**src/rtl/mbt_pkg.sv**
```systemverilog
// Purpose: Shared constants for the memory self-test block
// Assumes: 200 MHz core clock
// Notes:   Times are kept in their own unit with derived cycle counts
package mbt_pkg;
  localparam int unsigned CLK_HZ          = 200000000;
  localparam int unsigned ADDR_LFSR_W     = 26;
  // Addresses in one full generator sequence
  localparam int unsigned ADDR_SEQ_LEN    = (32'h1 << ADDR_LFSR_W) - 32'h1;
  localparam int unsigned USER_ADDR_W     = 31;
  localparam int unsigned DATA_W          = 64;
  localparam logic [25:0] ADDR_SEED       = 26'h0000001;
  localparam logic [63:0] DATA_SEED_LO    = 64'h0000000000000001;
  localparam logic [63:0] DATA_SEED_HI    = 64'h0000000000000003;
  localparam int unsigned PASS_PERIOD_MS  = 8000;
  localparam int unsigned FAIL_STEADY_MS  = 4000;
  localparam int unsigned FAIL_BLINK_MS   = 1000;
  localparam int unsigned FAIL_BLINKS     = 4;
  localparam longint unsigned PASS_HALF_CYC =
    longint'(CLK_HZ) * longint'(PASS_PERIOD_MS) / 2000;
  localparam longint unsigned FAIL_STEADY_CYC =
    longint'(CLK_HZ) * longint'(FAIL_STEADY_MS) / 1000;
  localparam longint unsigned FAIL_HALF_CYC =
    longint'(CLK_HZ) * longint'(FAIL_BLINK_MS) / 2000;
  localparam logic [2:0]  CMD_WRITE       = 3'h0;
  localparam logic [2:0]  CMD_READ        = 3'h1;

  // 64-bit generator step shared by write and compare sides
  function automatic logic [63:0] mbt_data_step(input logic [63:0] v);
    mbt_data_step = {v[62:0], v[63] ^ v[62] ^ v[60] ^ v[59]};
  endfunction : mbt_data_step

  // 26-bit address generator step
  function automatic logic [25:0] mbt_addr_step(input logic [25:0] v);
    mbt_addr_step = {v[24:0], v[25] ^ v[5] ^ v[1] ^ v[0]};
  endfunction : mbt_addr_step
endpackage : mbt_pkg

```
**src/rtl/mbt_led_if.sv**
```systemverilog
// Purpose: Outcome carrier from engine to LED pattern generator
// Assumes: One clock domain
// Notes:   Outcome levels hold once set
`timescale 1ns/10ps
`default_nettype none
interface mbt_led_if;
  logic calib_busy;
  logic done;
  logic failed;
  modport engine (output calib_busy, output done, output failed);
  modport led    (input calib_busy, input done, input failed);
endinterface : mbt_led_if
`default_nettype wire

```
**src/rtl/mbt_led.sv**
```systemverilog
// Purpose: Status LED pattern generator
// Assumes: Cycle counts from the package
// Notes:   Counter widths fit the 8 s pattern at 200 MHz
`timescale 1ns/10ps
`default_nettype none
module mbt_led #(
  parameter longint unsigned PASS_HALF   = mbt_pkg::PASS_HALF_CYC,
  parameter longint unsigned FAIL_STEADY = mbt_pkg::FAIL_STEADY_CYC,
  parameter longint unsigned FAIL_HALF   = mbt_pkg::FAIL_HALF_CYC
) (
  input  wire logic core_clk,
  input  wire logic arst_n,
  mbt_led_if.led    st,
  output logic      led_o
);
  typedef struct packed {
    logic [31:0] cnt;
    logic [3:0]  phase;
    logic        led;
  } mbt_led_state_type;

  mbt_led_state_type s_q;
  mbt_led_state_type s_d;

  always_comb begin
    s_d = s_q;
    if (!st.done) begin
      s_d.cnt   = 32'h0;
      s_d.phase = 4'h0;
      s_d.led   = st.calib_busy;
    end else if (!st.failed) begin
      if (s_q.cnt >= 32'(PASS_HALF - 1)) begin
        s_d.cnt = 32'h0;
        s_d.led = ~s_q.led;
      end else begin
        s_d.cnt = s_q.cnt + 32'h1;
      end
    end else begin
      // Phase 0 steady on, then eight half-periods of blinking
      if (s_q.phase == 4'h0) begin
        s_d.led = 1'b1;
        if (s_q.cnt >= 32'(FAIL_STEADY - 1)) begin
          s_d.cnt   = 32'h0;
          s_d.phase = 4'h1;
          s_d.led   = 1'b0;
        end else begin
          s_d.cnt = s_q.cnt + 32'h1;
        end
      end else if (s_q.cnt >= 32'(FAIL_HALF - 1)) begin
        s_d.cnt = 32'h0;
        if (s_q.phase == 4'(2 * mbt_pkg::FAIL_BLINKS)) begin
          s_d.phase = 4'h0;
          s_d.led   = 1'b1;
        end else begin
          s_d.phase = s_q.phase + 4'h1;
          s_d.led   = ~s_q.led;
        end
      end else begin
        s_d.cnt = s_q.cnt + 32'h1;
      end
    end
  end

  always_ff @(posedge core_clk or negedge arst_n) begin
    if (!arst_n) begin
      s_q <= '0;
    end else begin
      s_q <= s_d;
    end
  end

  assign led_o = s_q.led;

  a_led_calib: assert property (@(posedge core_clk) disable iff (!arst_n)
    (!st.done) |=> (s_q.led == $past(st.calib_busy)))
    else $error("status led does not follow calibration state");
endmodule : mbt_led
`default_nettype wire

```
**src/rtl/mbt_engine.sv**
```systemverilog
// Purpose: Self-checking write then read test of a memory behind a controller
// Assumes: Controller takes a command when app_rdy is high; BL4, two 128-bit words
// Notes:   Starts by itself after reset once calibration completes
`timescale 1ns/10ps
`default_nettype none
// Contract
// - Test starts on its own after reset, needing only calibration complete.
// - Engine idles until calibration complete; never starts otherwise.
// - Write location zero first, then every address of one generator sequence.
// - Write phase ends when address generator returns to seed; read phase follows.
// - Read location zero first, then step read generator until back at seed.
// - Each valid read word is compared against the next expected-data value.
// - Any miscompare sets a sticky error, examined at finish for pass/fail.
// - LED off in reset, on in calibration, off after and during test.
// - Pass: LED blinks with eight-second period, half on.
// - Fail: four seconds on, then four one-second blinks, repeated.
// - First dip switch corrupts write data to force a failure.
// - User address: zeros, chip select, bank, row, column with low bits zero.
// - 26-bit left shift address generator, taps 25,5,1,0; both sides same.
// - Data from two 64-bit generators; write and compare pairs identical.
module mbt_engine #(
  parameter longint unsigned PASS_HALF   = mbt_pkg::PASS_HALF_CYC,
  parameter longint unsigned FAIL_STEADY = mbt_pkg::FAIL_STEADY_CYC,
  parameter longint unsigned FAIL_HALF   = mbt_pkg::FAIL_HALF_CYC,
  parameter int unsigned     SWEEP_LEN   = mbt_pkg::ADDR_SEQ_LEN
) (
  input  wire logic         core_clk,
  input  wire logic         arst_n,
  input  wire logic         calib_done,
  input  wire logic         dip_sw0,
  input  wire logic         app_rdy,
  input  wire logic         app_wdf_rdy,
  input  wire logic         rd_valid,
  input  wire logic [127:0] rd_data,
  output logic              app_en,
  output logic [2:0]        app_cmd,
  output logic [30:0]       app_addr,
  output logic              app_wdf_wren,
  output logic              app_wdf_end,
  output logic [127:0]      app_wdf_data,
  output logic              test_done,
  output logic              test_fail,
  output logic              status_led
);
  typedef enum logic [2:0] {
    ST_IDLE  = 3'b000,
    ST_WCMD  = 3'b001,
    ST_WDAT  = 3'b010,
    ST_RCMD  = 3'b011,
    ST_RWAIT = 3'b100,
    ST_DONE  = 3'b101
  } mbt_state_type;

  typedef struct packed {
    mbt_state_type st;
    logic          first;
    logic          beat;
    logic [25:0]   waddr;
    logic [25:0]   raddr;
    logic [25:0]   wcnt;
    logic [25:0]   rcnt;
    logic [63:0]   wd_lo;
    logic [63:0]   wd_hi;
    logic [63:0]   ed_lo;
    logic [63:0]   ed_hi;
    logic [31:0]   pend;
    logic          err;
    logic          en;
    logic [2:0]    cmd;
    logic [30:0]   addr;
    logic          wren;
    logic          wend;
    logic [127:0]  wdata;
    logic          done;
  } mbt_eng_state_type;

  mbt_eng_state_type s_q;
  mbt_eng_state_type s_d;
  mbt_led_if         led_bus ();

  // Map a generator value onto the controller's user address
  function automatic logic [30:0] mbt_user_addr(input logic [25:0] g, input logic zero);
    logic [25:0] v;
    v = zero ? 26'h0 : g;
    mbt_user_addr = {3'h0, v[25], v[24:22], v[21:8], v[7:0], 2'h0};
  endfunction : mbt_user_addr

  logic         cmd_take;
  logic         last_w;
  logic         last_r;
  logic [127:0] exp_word;

  assign cmd_take = s_q.en && app_rdy;
  // Sweep ends back at the seed, or earlier when SWEEP_LEN is shorter
  assign last_w   = !s_q.first
                    && ((mbt_pkg::mbt_addr_step(s_q.waddr) == mbt_pkg::ADDR_SEED)
                    || (s_q.wcnt == 26'(SWEEP_LEN - 1)));
  assign last_r   = !s_q.first
                    && ((mbt_pkg::mbt_addr_step(s_q.raddr) == mbt_pkg::ADDR_SEED)
                    || (s_q.rcnt == 26'(SWEEP_LEN - 1)));
  assign exp_word = {s_q.ed_hi, s_q.ed_lo};

  always_comb begin
    s_d = s_q;
    if (app_wdf_rdy && s_q.wren) begin
      s_d.wren = 1'b0;
      s_d.wend = 1'b0;
    end
    // Compare every returned word while reads are in flight
    if (rd_valid) begin
      if (rd_data != exp_word) begin
        s_d.err = 1'b1;
      end
      s_d.ed_lo = mbt_pkg::mbt_data_step(s_q.ed_lo);
      s_d.ed_hi = mbt_pkg::mbt_data_step(s_q.ed_hi);
      s_d.pend  = s_q.pend - 32'h1;
    end
    case (s_q.st)
      ST_IDLE: begin
        if (calib_done) begin
          s_d.st    = ST_WCMD;
          s_d.first = 1'b1;
          s_d.en    = 1'b1;
          s_d.cmd   = mbt_pkg::CMD_WRITE;
          s_d.addr  = mbt_user_addr(s_q.waddr, 1'b1);
        end
      end
      ST_WCMD: begin
        if (cmd_take) begin
          s_d.en    = 1'b0;
          s_d.st    = ST_WDAT;
          s_d.beat  = 1'b0;
          s_d.wren  = 1'b1;
          s_d.wdata = {s_q.wd_hi, s_q.wd_lo ^ {63'h0, dip_sw0}};
          s_d.wd_lo = mbt_pkg::mbt_data_step(s_q.wd_lo);
          s_d.wd_hi = mbt_pkg::mbt_data_step(s_q.wd_hi);
        end
      end
      ST_WDAT: begin
        if (app_wdf_rdy && s_q.wren) begin
          if (!s_q.beat) begin
            s_d.beat  = 1'b1;
            s_d.wren  = 1'b1;
            s_d.wend  = 1'b1;
            s_d.wdata = {s_q.wd_hi, s_q.wd_lo ^ {63'h0, dip_sw0}};
            s_d.wd_lo = mbt_pkg::mbt_data_step(s_q.wd_lo);
            s_d.wd_hi = mbt_pkg::mbt_data_step(s_q.wd_hi);
          end else if (last_w) begin
            s_d.st    = ST_RCMD;
            s_d.first = 1'b1;
            s_d.raddr = mbt_pkg::ADDR_SEED;
            s_d.rcnt  = 26'h0;
            s_d.ed_lo = mbt_pkg::DATA_SEED_LO;
            s_d.ed_hi = mbt_pkg::DATA_SEED_HI;
            s_d.pend  = 32'h0;
            s_d.en    = 1'b1;
            s_d.cmd   = mbt_pkg::CMD_READ;
            s_d.addr  = mbt_user_addr(s_q.raddr, 1'b1);
          end else begin
            if (!s_q.first) begin
              s_d.waddr = mbt_pkg::mbt_addr_step(s_q.waddr);
              s_d.wcnt  = s_q.wcnt + 26'h1;
            end
            s_d.first = 1'b0;
            s_d.st    = ST_WCMD;
            s_d.en    = 1'b1;
            s_d.addr  = mbt_user_addr(s_q.first ? s_q.waddr
                                      : mbt_pkg::mbt_addr_step(s_q.waddr), 1'b0);
          end
        end
      end
      ST_RCMD: begin
        if (cmd_take) begin
          s_d.pend = s_d.pend + 32'h2;
          if (last_r) begin
            s_d.en = 1'b0;
            s_d.st = ST_RWAIT;
          end else begin
            if (!s_q.first) begin
              s_d.raddr = mbt_pkg::mbt_addr_step(s_q.raddr);
              s_d.rcnt  = s_q.rcnt + 26'h1;
            end
            s_d.first = 1'b0;
            s_d.addr  = mbt_user_addr(s_q.first ? s_q.raddr
                                      : mbt_pkg::mbt_addr_step(s_q.raddr), 1'b0);
          end
        end
      end
      ST_RWAIT: begin
        if (s_d.pend == 32'h0) begin
          s_d.st = ST_DONE;
        end
      end
      ST_DONE: begin
        s_d.st = ST_DONE;
      end
      default: begin
        s_d.st = ST_IDLE;
      end
    endcase
    s_d.done = (s_d.st == ST_DONE);
  end

  always_ff @(posedge core_clk or negedge arst_n) begin
    if (!arst_n) begin
      s_q       <= '0;
      s_q.st    <= ST_IDLE;
      s_q.waddr <= mbt_pkg::ADDR_SEED;
      s_q.raddr <= mbt_pkg::ADDR_SEED;
      s_q.wd_lo <= mbt_pkg::DATA_SEED_LO;
      s_q.wd_hi <= mbt_pkg::DATA_SEED_HI;
      s_q.ed_lo <= mbt_pkg::DATA_SEED_LO;
      s_q.ed_hi <= mbt_pkg::DATA_SEED_HI;
      s_q.cmd   <= mbt_pkg::CMD_WRITE;
    end else begin
      s_q <= s_d;
    end
  end

  assign led_bus.calib_busy = (s_q.st == ST_IDLE) && !calib_done;
  assign led_bus.done       = s_q.done;
  assign led_bus.failed     = s_q.err;

  mbt_led #(
    .PASS_HALF   (PASS_HALF),
    .FAIL_STEADY (FAIL_STEADY),
    .FAIL_HALF   (FAIL_HALF)
  ) u_led (
    .core_clk (core_clk),
    .arst_n   (arst_n),
    .st       (led_bus),
    .led_o    (status_led)
  );

  assign app_en       = s_q.en;
  assign app_cmd      = s_q.cmd;
  assign app_addr     = s_q.addr;
  assign app_wdf_wren = s_q.wren;
  assign app_wdf_end  = s_q.wend;
  assign app_wdf_data = s_q.wdata;
  assign test_done    = s_q.done;
  assign test_fail    = s_q.err;

  a_idle_until_cal: assert property (@(posedge core_clk) disable iff (!arst_n)
    (!calib_done && s_q.st == ST_IDLE) |=> (s_q.st == ST_IDLE && !s_q.en))
    else $error("engine left idle before calibration");
  a_first_addr_zero: assert property (@(posedge core_clk) disable iff (!arst_n)
    (s_q.st == ST_IDLE && calib_done) |=> (app_en && app_addr == 31'h0))
    else $error("first write is not location zero");
  a_addr_low_zero: assert property (@(posedge core_clk) disable iff (!arst_n)
    app_en |-> (app_addr[30:28] == 3'h0 && app_addr[1:0] == 2'h0))
    else $error("user address fixed bits not zero");
  a_err_sticky: assert property (@(posedge core_clk) disable iff (!arst_n)
    s_q.err |=> s_q.err)
    else $error("error flag cleared");
  a_miscompare_flag: assert property (@(posedge core_clk) disable iff (!arst_n)
    (rd_valid && rd_data != exp_word) |=> s_q.err)
    else $error("miscompare not latched");
  a_read_restart: assert property (@(posedge core_clk) disable iff (!arst_n)
    ($rose(s_q.st == ST_RCMD) && s_q.first) |-> (s_q.raddr == mbt_pkg::ADDR_SEED
      && s_q.ed_lo == mbt_pkg::DATA_SEED_LO && app_addr == 31'h0))
    else $error("read phase did not restart from seed");
  a_wdata_corrupt: assert property (@(posedge core_clk) disable iff (!arst_n)
    (s_q.st == ST_WCMD && cmd_take)
      |=> (app_wdf_data[0] == ($past(s_q.wd_lo[0]) ^ $past(dip_sw0))))
    else $error("write data corruption wrong");
  a_done_holds: assert property (@(posedge core_clk) disable iff (!arst_n)
    test_done |=> (test_done && !app_en))
    else $error("test left done state");
endmodule : mbt_engine
`default_nettype wire

```
**config.mk**
```make
export PLATFORM = sky130hd
export DESIGN_NAME = mbt_engine
export DESIGN_NICKNAME = d
export VERILOG_FILES = /design/src/rtl/mbt_pkg.sv /design/src/rtl/mbt_led_if.sv /design/src/rtl/mbt_led.sv /design/src/rtl/mbt_engine.sv
export SDC_FILE = /design/constraint.sdc
export NUM_CORES = 1
export LEC_CHECK = 0
export BUFFER_PORTS_ARGS = -buffer_cell sky130_fd_sc_hd__clkbuf_2
export CORE_ASPECT_RATIO = 0.9
export CORE_MARGIN = 2
export CORE_UTILIZATION = 45
export CTS_CLUSTER_SIZE = 25
export DETAILED_ROUTE_END_ITERATION = 8
export PLACE_DENSITY = 0.7
export RECOVER_POWER = 100
export REMOVE_ABC_BUFFERS = 1
export SYNTH_ARGS = -nofsm -noshare
export SYNTH_HDL_FRONTEND = slang
export SYNTH_HIERARCHICAL = 1
export SYNTH_SLANG_ARGS = --single-unit
```
**constraint.sdc**
```tcl
create_clock -name core_clk -period 3.2 [get_ports core_clk]
set_input_delay 0.48 -clock core_clk [delete_from_list [all_inputs] [get_ports core_clk]]
set_output_delay 0.48 -clock core_clk [all_outputs]
set_load 0.03 [all_outputs]
```
; Word-level counts from Yosys, hierarchy flattened
; Index checks and enable logic that the tools add are counted.
[totals]
elab_cells = 177
mem_count = 0
latchBits = 0
in_bits = 135
regBits = 601
ram_bits = 0
romBits = 0
[op_classes]
bitwise = 22
n_addsub = 6
eq_ne = 27
magnitude_cmp = 2
n_div = 0
shifts = 0
n_reduce_logical = 29
n_mul = 0
n_mux = 68
[op_table]
columns = cell, count
row1 = 128-bit two-way mux, 4
row2 = 128-bit case mux with 2 select lines, 2
row3 = 397-bit two-way mux, 1
row4 = 160-bit two-way mux, 2
row5 = 26-bit two-way mux, 12
row6 = 165-bit two-way mux, 1
row7 = 161-bit two-way mux, 1
row8 = 130-bit two-way mux, 1
row9 = 32-bit two-way mux, 4
row10 = 128-bit != test, 1
row11 = 104-bit two-way mux, 1
row12 = 26-bit case mux with 2 select lines, 2
row13 = 31-bit case mux with 3 select lines, 1
row14 = 37-bit two-way mux, 2
row15 = 35-bit two-way mux, 2
row16 = 32-bit case mux with 2 select lines, 1
row17 = 64-bit by 1-bit bitwise XOR with 64-bit output, 1
row18 = 31-bit two-way mux, 2
row19 = 26-bit by 1-bit adder with 26-bit output (second input constant), 2
row20 = 26-bit by 1-bit equality test with 1-bit output (second input constant), 2
row21 = 26-bit equality test (second input constant), 2
row22 = 32-bit by 1-bit adder with 32-bit output (second input constant), 1
row23 = 32-bit by 2-bit adder with 32-bit output (second input constant), 1
row24 = 32-bit by 27-bit >= comparator with 1-bit output (second input constant), 1
row25 = other kinds (40), 104

; Longest topological paths before layout
[logic_depth]
depth_word = 11
mapped_depth = 15
mapped_depth_nobuf = 13

; Hierarchy
; The synthesis kept the hierarchy.
[by_module_without_submodules]
columns = module, seq_area_each_um2, instances, area_each_um2, cells_per_inst
row1 = mbt_engine, 13948.4, 1, 26709.4, 2802
row2 = mbt_led, 925.9, 1, 1973.1, 203

; Worst setup path before layout
; Ideal clock, no wire load.
[synth_path]
path_kind = input to register
start = in rd_valid
end = reg s_q[186] in the netlist's numbering
path_stages = 14
arrival_ps = 3147
required_time_ps = 3061
slack_ps = -86
setup_ps = 139
cell_sequence = buf_2 > clkbuf_1 > clkbuf_1 > o21ai_0 > inv_1 > ha_1 > nand2_1 > or3_1 > clkbuf_1 > nor4_1 > nand3_2 > nor4_1 > xor2_1 > o22ai_1
[synth_lines]
columns = element, line_no
row1 = start: declaration, mbt_engine.sv:33  ; input wire logic rd_valid,
row2 = end: declaration, mbt_engine.sv:77  ; mbt_eng_state_type s_q;

==> out/results.txt <==
Run status = finished, violations left
Failing checks = max-capacitance violations, max-slew violations
Clock skew = 0.01885 ns
Total CTS buffers = 67
H-tree lvl count = 3
Initial antenna violation count = 0
Endpoint type of the worst setup path = flop
CTS tree = yes
Cells after DPL = 3955
DRT Wirelength = 69900 um
CTS clk-pin slew, worst paths = 0.06 ns
Crit path max fanout = 5
Via count = 21180
Hold Fails Final Rpt = 0
Flop2flop setup slack = 0.11 ns
Leak = 16.64 nW
R2R Path Start = s_q[168]
DR vias/cell = 5.191
Slew headroom = -29.39%
CP dominant cell by count = buf_4
Global-route wire length before repair = 112000 um
CP Launch Type = flop
Mapped Cells = 3005
# DRC = 0
Reg2reg end = s_q[198]
Buffers plus inverters on the worst setup path = 3
Number of I/O pins = 303
Crit-path max cell delay = 0.57 ns
Layout cells sized above 1 = 13.97%
# diodes = 0
Max Freq = 323.1 MHz
Synth Flop Type = dfrtp_1
Router iterations before antenna repair = 6
Drt first-iter violations = 1690
Post-synth ARST share = 100.0%
Post-synth EDFFs = 0
Starting Density = 45.67%
Antenna Violating Nets Remaining = 0
Synth cell types = 78
Critical path depth in cells = 11
HPWL after detailed placement = 48410 um
Clock Tree Buf Depth = 3
RSZ-0062 raised after global routing = true
Critical Path Source = s_q[168]
Worst Path Required = 3.69 ns
Finished Layout Cells = 4080
Crit path arrival time = 3.58 ns
Max-Cap Viols = 1
Die Y = 243.5 um
Fin. max-slew vios = 63
Design area = 32520 sq um
Clock tree sinks = 594
GR Overflow Total = 0
Detailed-route wire length per cell = 17.13 um
Slew @ Worst Pin = 1.941 ns
IO Port Bufs = 295
Mapped cell area = 28680 sq um
Final GP Congestion = 0.8855
Crit path to = s_q[198]
Final setup fails = 0
Largest net degree at the start of global routing = 132
Syn avg cell area = 9.545 sq um
Hold_ws = 0.1940 ns
Cells along the critical path = buf_4 -> or4b_4 -> buf_4 -> o41a_1 -> mux2i_1 -> nor4_2 -> buf_4 -> nand3_4 -> nor3_4 -> a31o_2 -> a32o_1
Nets = 3330
Cell Pwr Density = 651.0 nW/um^2
WHS Path Cells = 4
Total Die Area = 65780 sq um
Filler cell count = 5782
Worst reg-to-reg path cell count = 11
HP Class = in -> reg
Register area share after synthesis = 51.86%
Critical Path Slowest Stage Cell = or4b_4
Critical path class = reg -> reg
Clock latency at the later pin of the worst-skew pair = 0.61 ns
Top delay family on crit path = simple AND/OR/NAND/NOR gates
Die Wd = 270.1 um
Area after DPL = 30460 sq um
Gr usage total = 20.98%
Final Cycle Share = 96.72%
Post-layout min period = 3.095 ns
YS warnings = 6
CTS root buffer = clkbuf_16
Row cnt = 87
Core Util, Final = 51.78%
Worst VDD drop = 434.8 uV
Vias in the first global route = 20750
P&R area growth vs syn = 13.40%
Core outline area = 62810 sq um
Seq cells post-synth = 594
==> cell usage in the layout (no fill, tap or decap), drive strengths merged, types with 5 or more instances in the layout <==
| cell type | netlist | final |
|---|---|---|
| nor2 | 227 | 227 |
| o31ai | 10 | 10 |
| conb | 2 | 9 |
| clkinv | 0 | 14 |
| clkinvlp | 0 | 5 |
| ha | 11 | 11 |
| and3 | 18 | 18 |
| xnor2 | 105 | 105 |
| inv | 36 | 41 |
| o21ai | 120 | 120 |
| o22ai | 28 | 28 |
| o2bb2ai | 5 | 5 |
| nand3 | 52 | 52 |
| clkbuf | 114 | 406 |
| mux2i | 158 | 158 |
| or3 | 8 | 8 |
| or4 | 12 | 12 |
| nand2 | 850 | 850 |
| and2 | 12 | 12 |
| dfrtp | 586 | 586 |
| o211ai | 5 | 5 |
| and4 | 8 | 8 |
| or2 | 6 | 6 |
| dfstp | 8 | 8 |
| a21oi | 25 | 26 |
| nor3 | 45 | 45 |
| xor2 | 133 | 133 |
| nand4 | 51 | 51 |
| mux2 | 52 | 52 |
| buf | 180 | 80 |
| a31oi | 15 | 15 |
| nand3b | 6 | 6 |
| nor4 | 62 | 62 |
==> how the worst min path moves through the flow <==
stage | from | end | slack [ns]
global placement | app_wdf_data[63] | app_wdf_data[63] | 0.45
detailed placement | s_q[328] | s_q[328] | 0.45
finish | dip_sw0 | app_wdf_data[0] | 0.19
floorplan | arst_n | app_addr[10] | 0.18
CTS | dip_sw0 | app_wdf_data[0] | 0.15
global route | dip_sw0 | app_wdf_data[0] | 0.18
==> metal layers <==
layer / up-vias / share of wire [%] / GRT usage, %
met5: - / 0 / 0
met4: 0 / 2.5 / 6.258
li1: 10210 / - / -
met3: 107 / 6.0 / 5.036
met1: 10410 / 46 / 29.81
met2: 451 / 45 / 31.88
==> power by group <==
| part | internal (mW) | switching (mW) | total (mW) |
|---|---|---|---|
| registers | 8.07 | 0.774 | 8.85 |
| clock network | 4.45 | 3.23 | 7.67 |
| logic | 1.81 | 2.85 | 4.65 |
| total | 14.3 | 6.85 | 21.2 |
==> flip-flops by register name, indices dropped and copies added (netlist names) <==
name,count
app_wdf_wren,1
app_cmd,1
app_addr,26
exp_word,128
u_led/led_o,1
app_wdf_end,1
app_wdf_data,128
app_en,1
test_fail,1
s_q,269
test_done,1
u_led/s_q,36
==> stage by stage <==
stage                     setup TNS (ns)  worst slack (ns)  power, mW
final                                  0            0.1050      21.17
after global routing             -0.1075          -0.06184      22.22
after CTS                              0          0.007443      21.27
after detailed placement         -0.2456          -0.08179      13.50
after global placement                 0           0.02865      13.48
after floorplan                 -1058.04            -5.293      11.66
==> worst reg2reg max path: cells and delay by family, from the launching register on <==
kind,cells,cell delay (ns)
multiplexers,1,0.38
flip-flops,1,0.41
buffers and inverters,3,0.48
AND/OR/NAND/NOR,4,0.86
AO/OA/AOI/OAI,3,0.85
==> synth_stat cells, drive strengths merged, types with 3 or more instances <==
library cell | n | area share [%]
o22ai | 28 | 0.68
nand2b | 4 | 0.087
nor2 | 227 | 3.0
nand2 | 850 | 11
o32ai | 4 | 0.15
clkbuf | 114 | 1.5
nor4b | 4 | 0.17
o31ai | 10 | 0.26
or2 | 6 | 0.13
o2bb2ai | 5 | 0.15
buf | 180 | 4.6
nor4 | 62 | 1.7
and4 | 8 | 0.24
and3b | 3 | 0.092
nor3 | 45 | 0.86
a31oi | 15 | 0.33
a21oi | 25 | 0.44
dfstp | 8 | 0.73
xor2 | 133 | 4.1
nand3b | 6 | 0.16
or4 | 12 | 0.34
o21ai | 120 | 2.1
xnor2 | 105 | 3.2
a21o | 3 | 0.079
nand4 | 51 | 1.2
and3 | 18 | 0.39
ha | 11 | 0.48
nor2b | 4 | 0.087
nand3 | 52 | 0.94
inv | 36 | 0.47
mux2 | 52 | 2.0
mux2i | 158 | 5.5
and2 | 12 | 0.26
or3 | 8 | 0.17
o211ai | 5 | 0.13
dfrtp | 586 | 51
==> cell families (layout without fill, tap and decap cells) <==
logic type               Yosys count  in the layout  synth area share (%)
AO/OA/AOI/OAI                    242            243                 5.191
adder cells (fa/ha/maj)           11             11                0.4798
AND/OR/NAND/NOR                 1378           1378                 21.07
multiplexers                     210            210                 7.555
other                              2              9               0.02618
XOR/XNOR                         238            238                 7.294
flip-flops                       594            594                 51.86
buffers and inverters            330            552                 6.522
==> timing repair <==
| item | CTS | global route |
|---|---|---|
| endpoints found under the setup margin | 4 | 41 |
| pin swaps | 0 | 7 |
| gates resized for setup | 3 | 28 |
| gates cloned | 0 | 1 |
| buffers inserted | 0 | 3 |
| endpoints found under the hold margin | 48 | 0 |
| hold buffers | 1 | 0 |
==> layout make-up <==
cell class | instances | area [sq um] | area share (%)
sequential | 594 | 14880 | 45.74
clock inverter | 28 | 345.3 | 1.062
tap | 845 | 1057 | 3.251
multi-input combinational | 2089 | 12160 | 37.38
timing repair buffer | 396 | 2103 | 6.467
inverter | 36 | 135.1 | 0.4155
clock buffer | 92 | 1851 | 5.690
No activity file was read; power rests on OpenSTA's default activity.
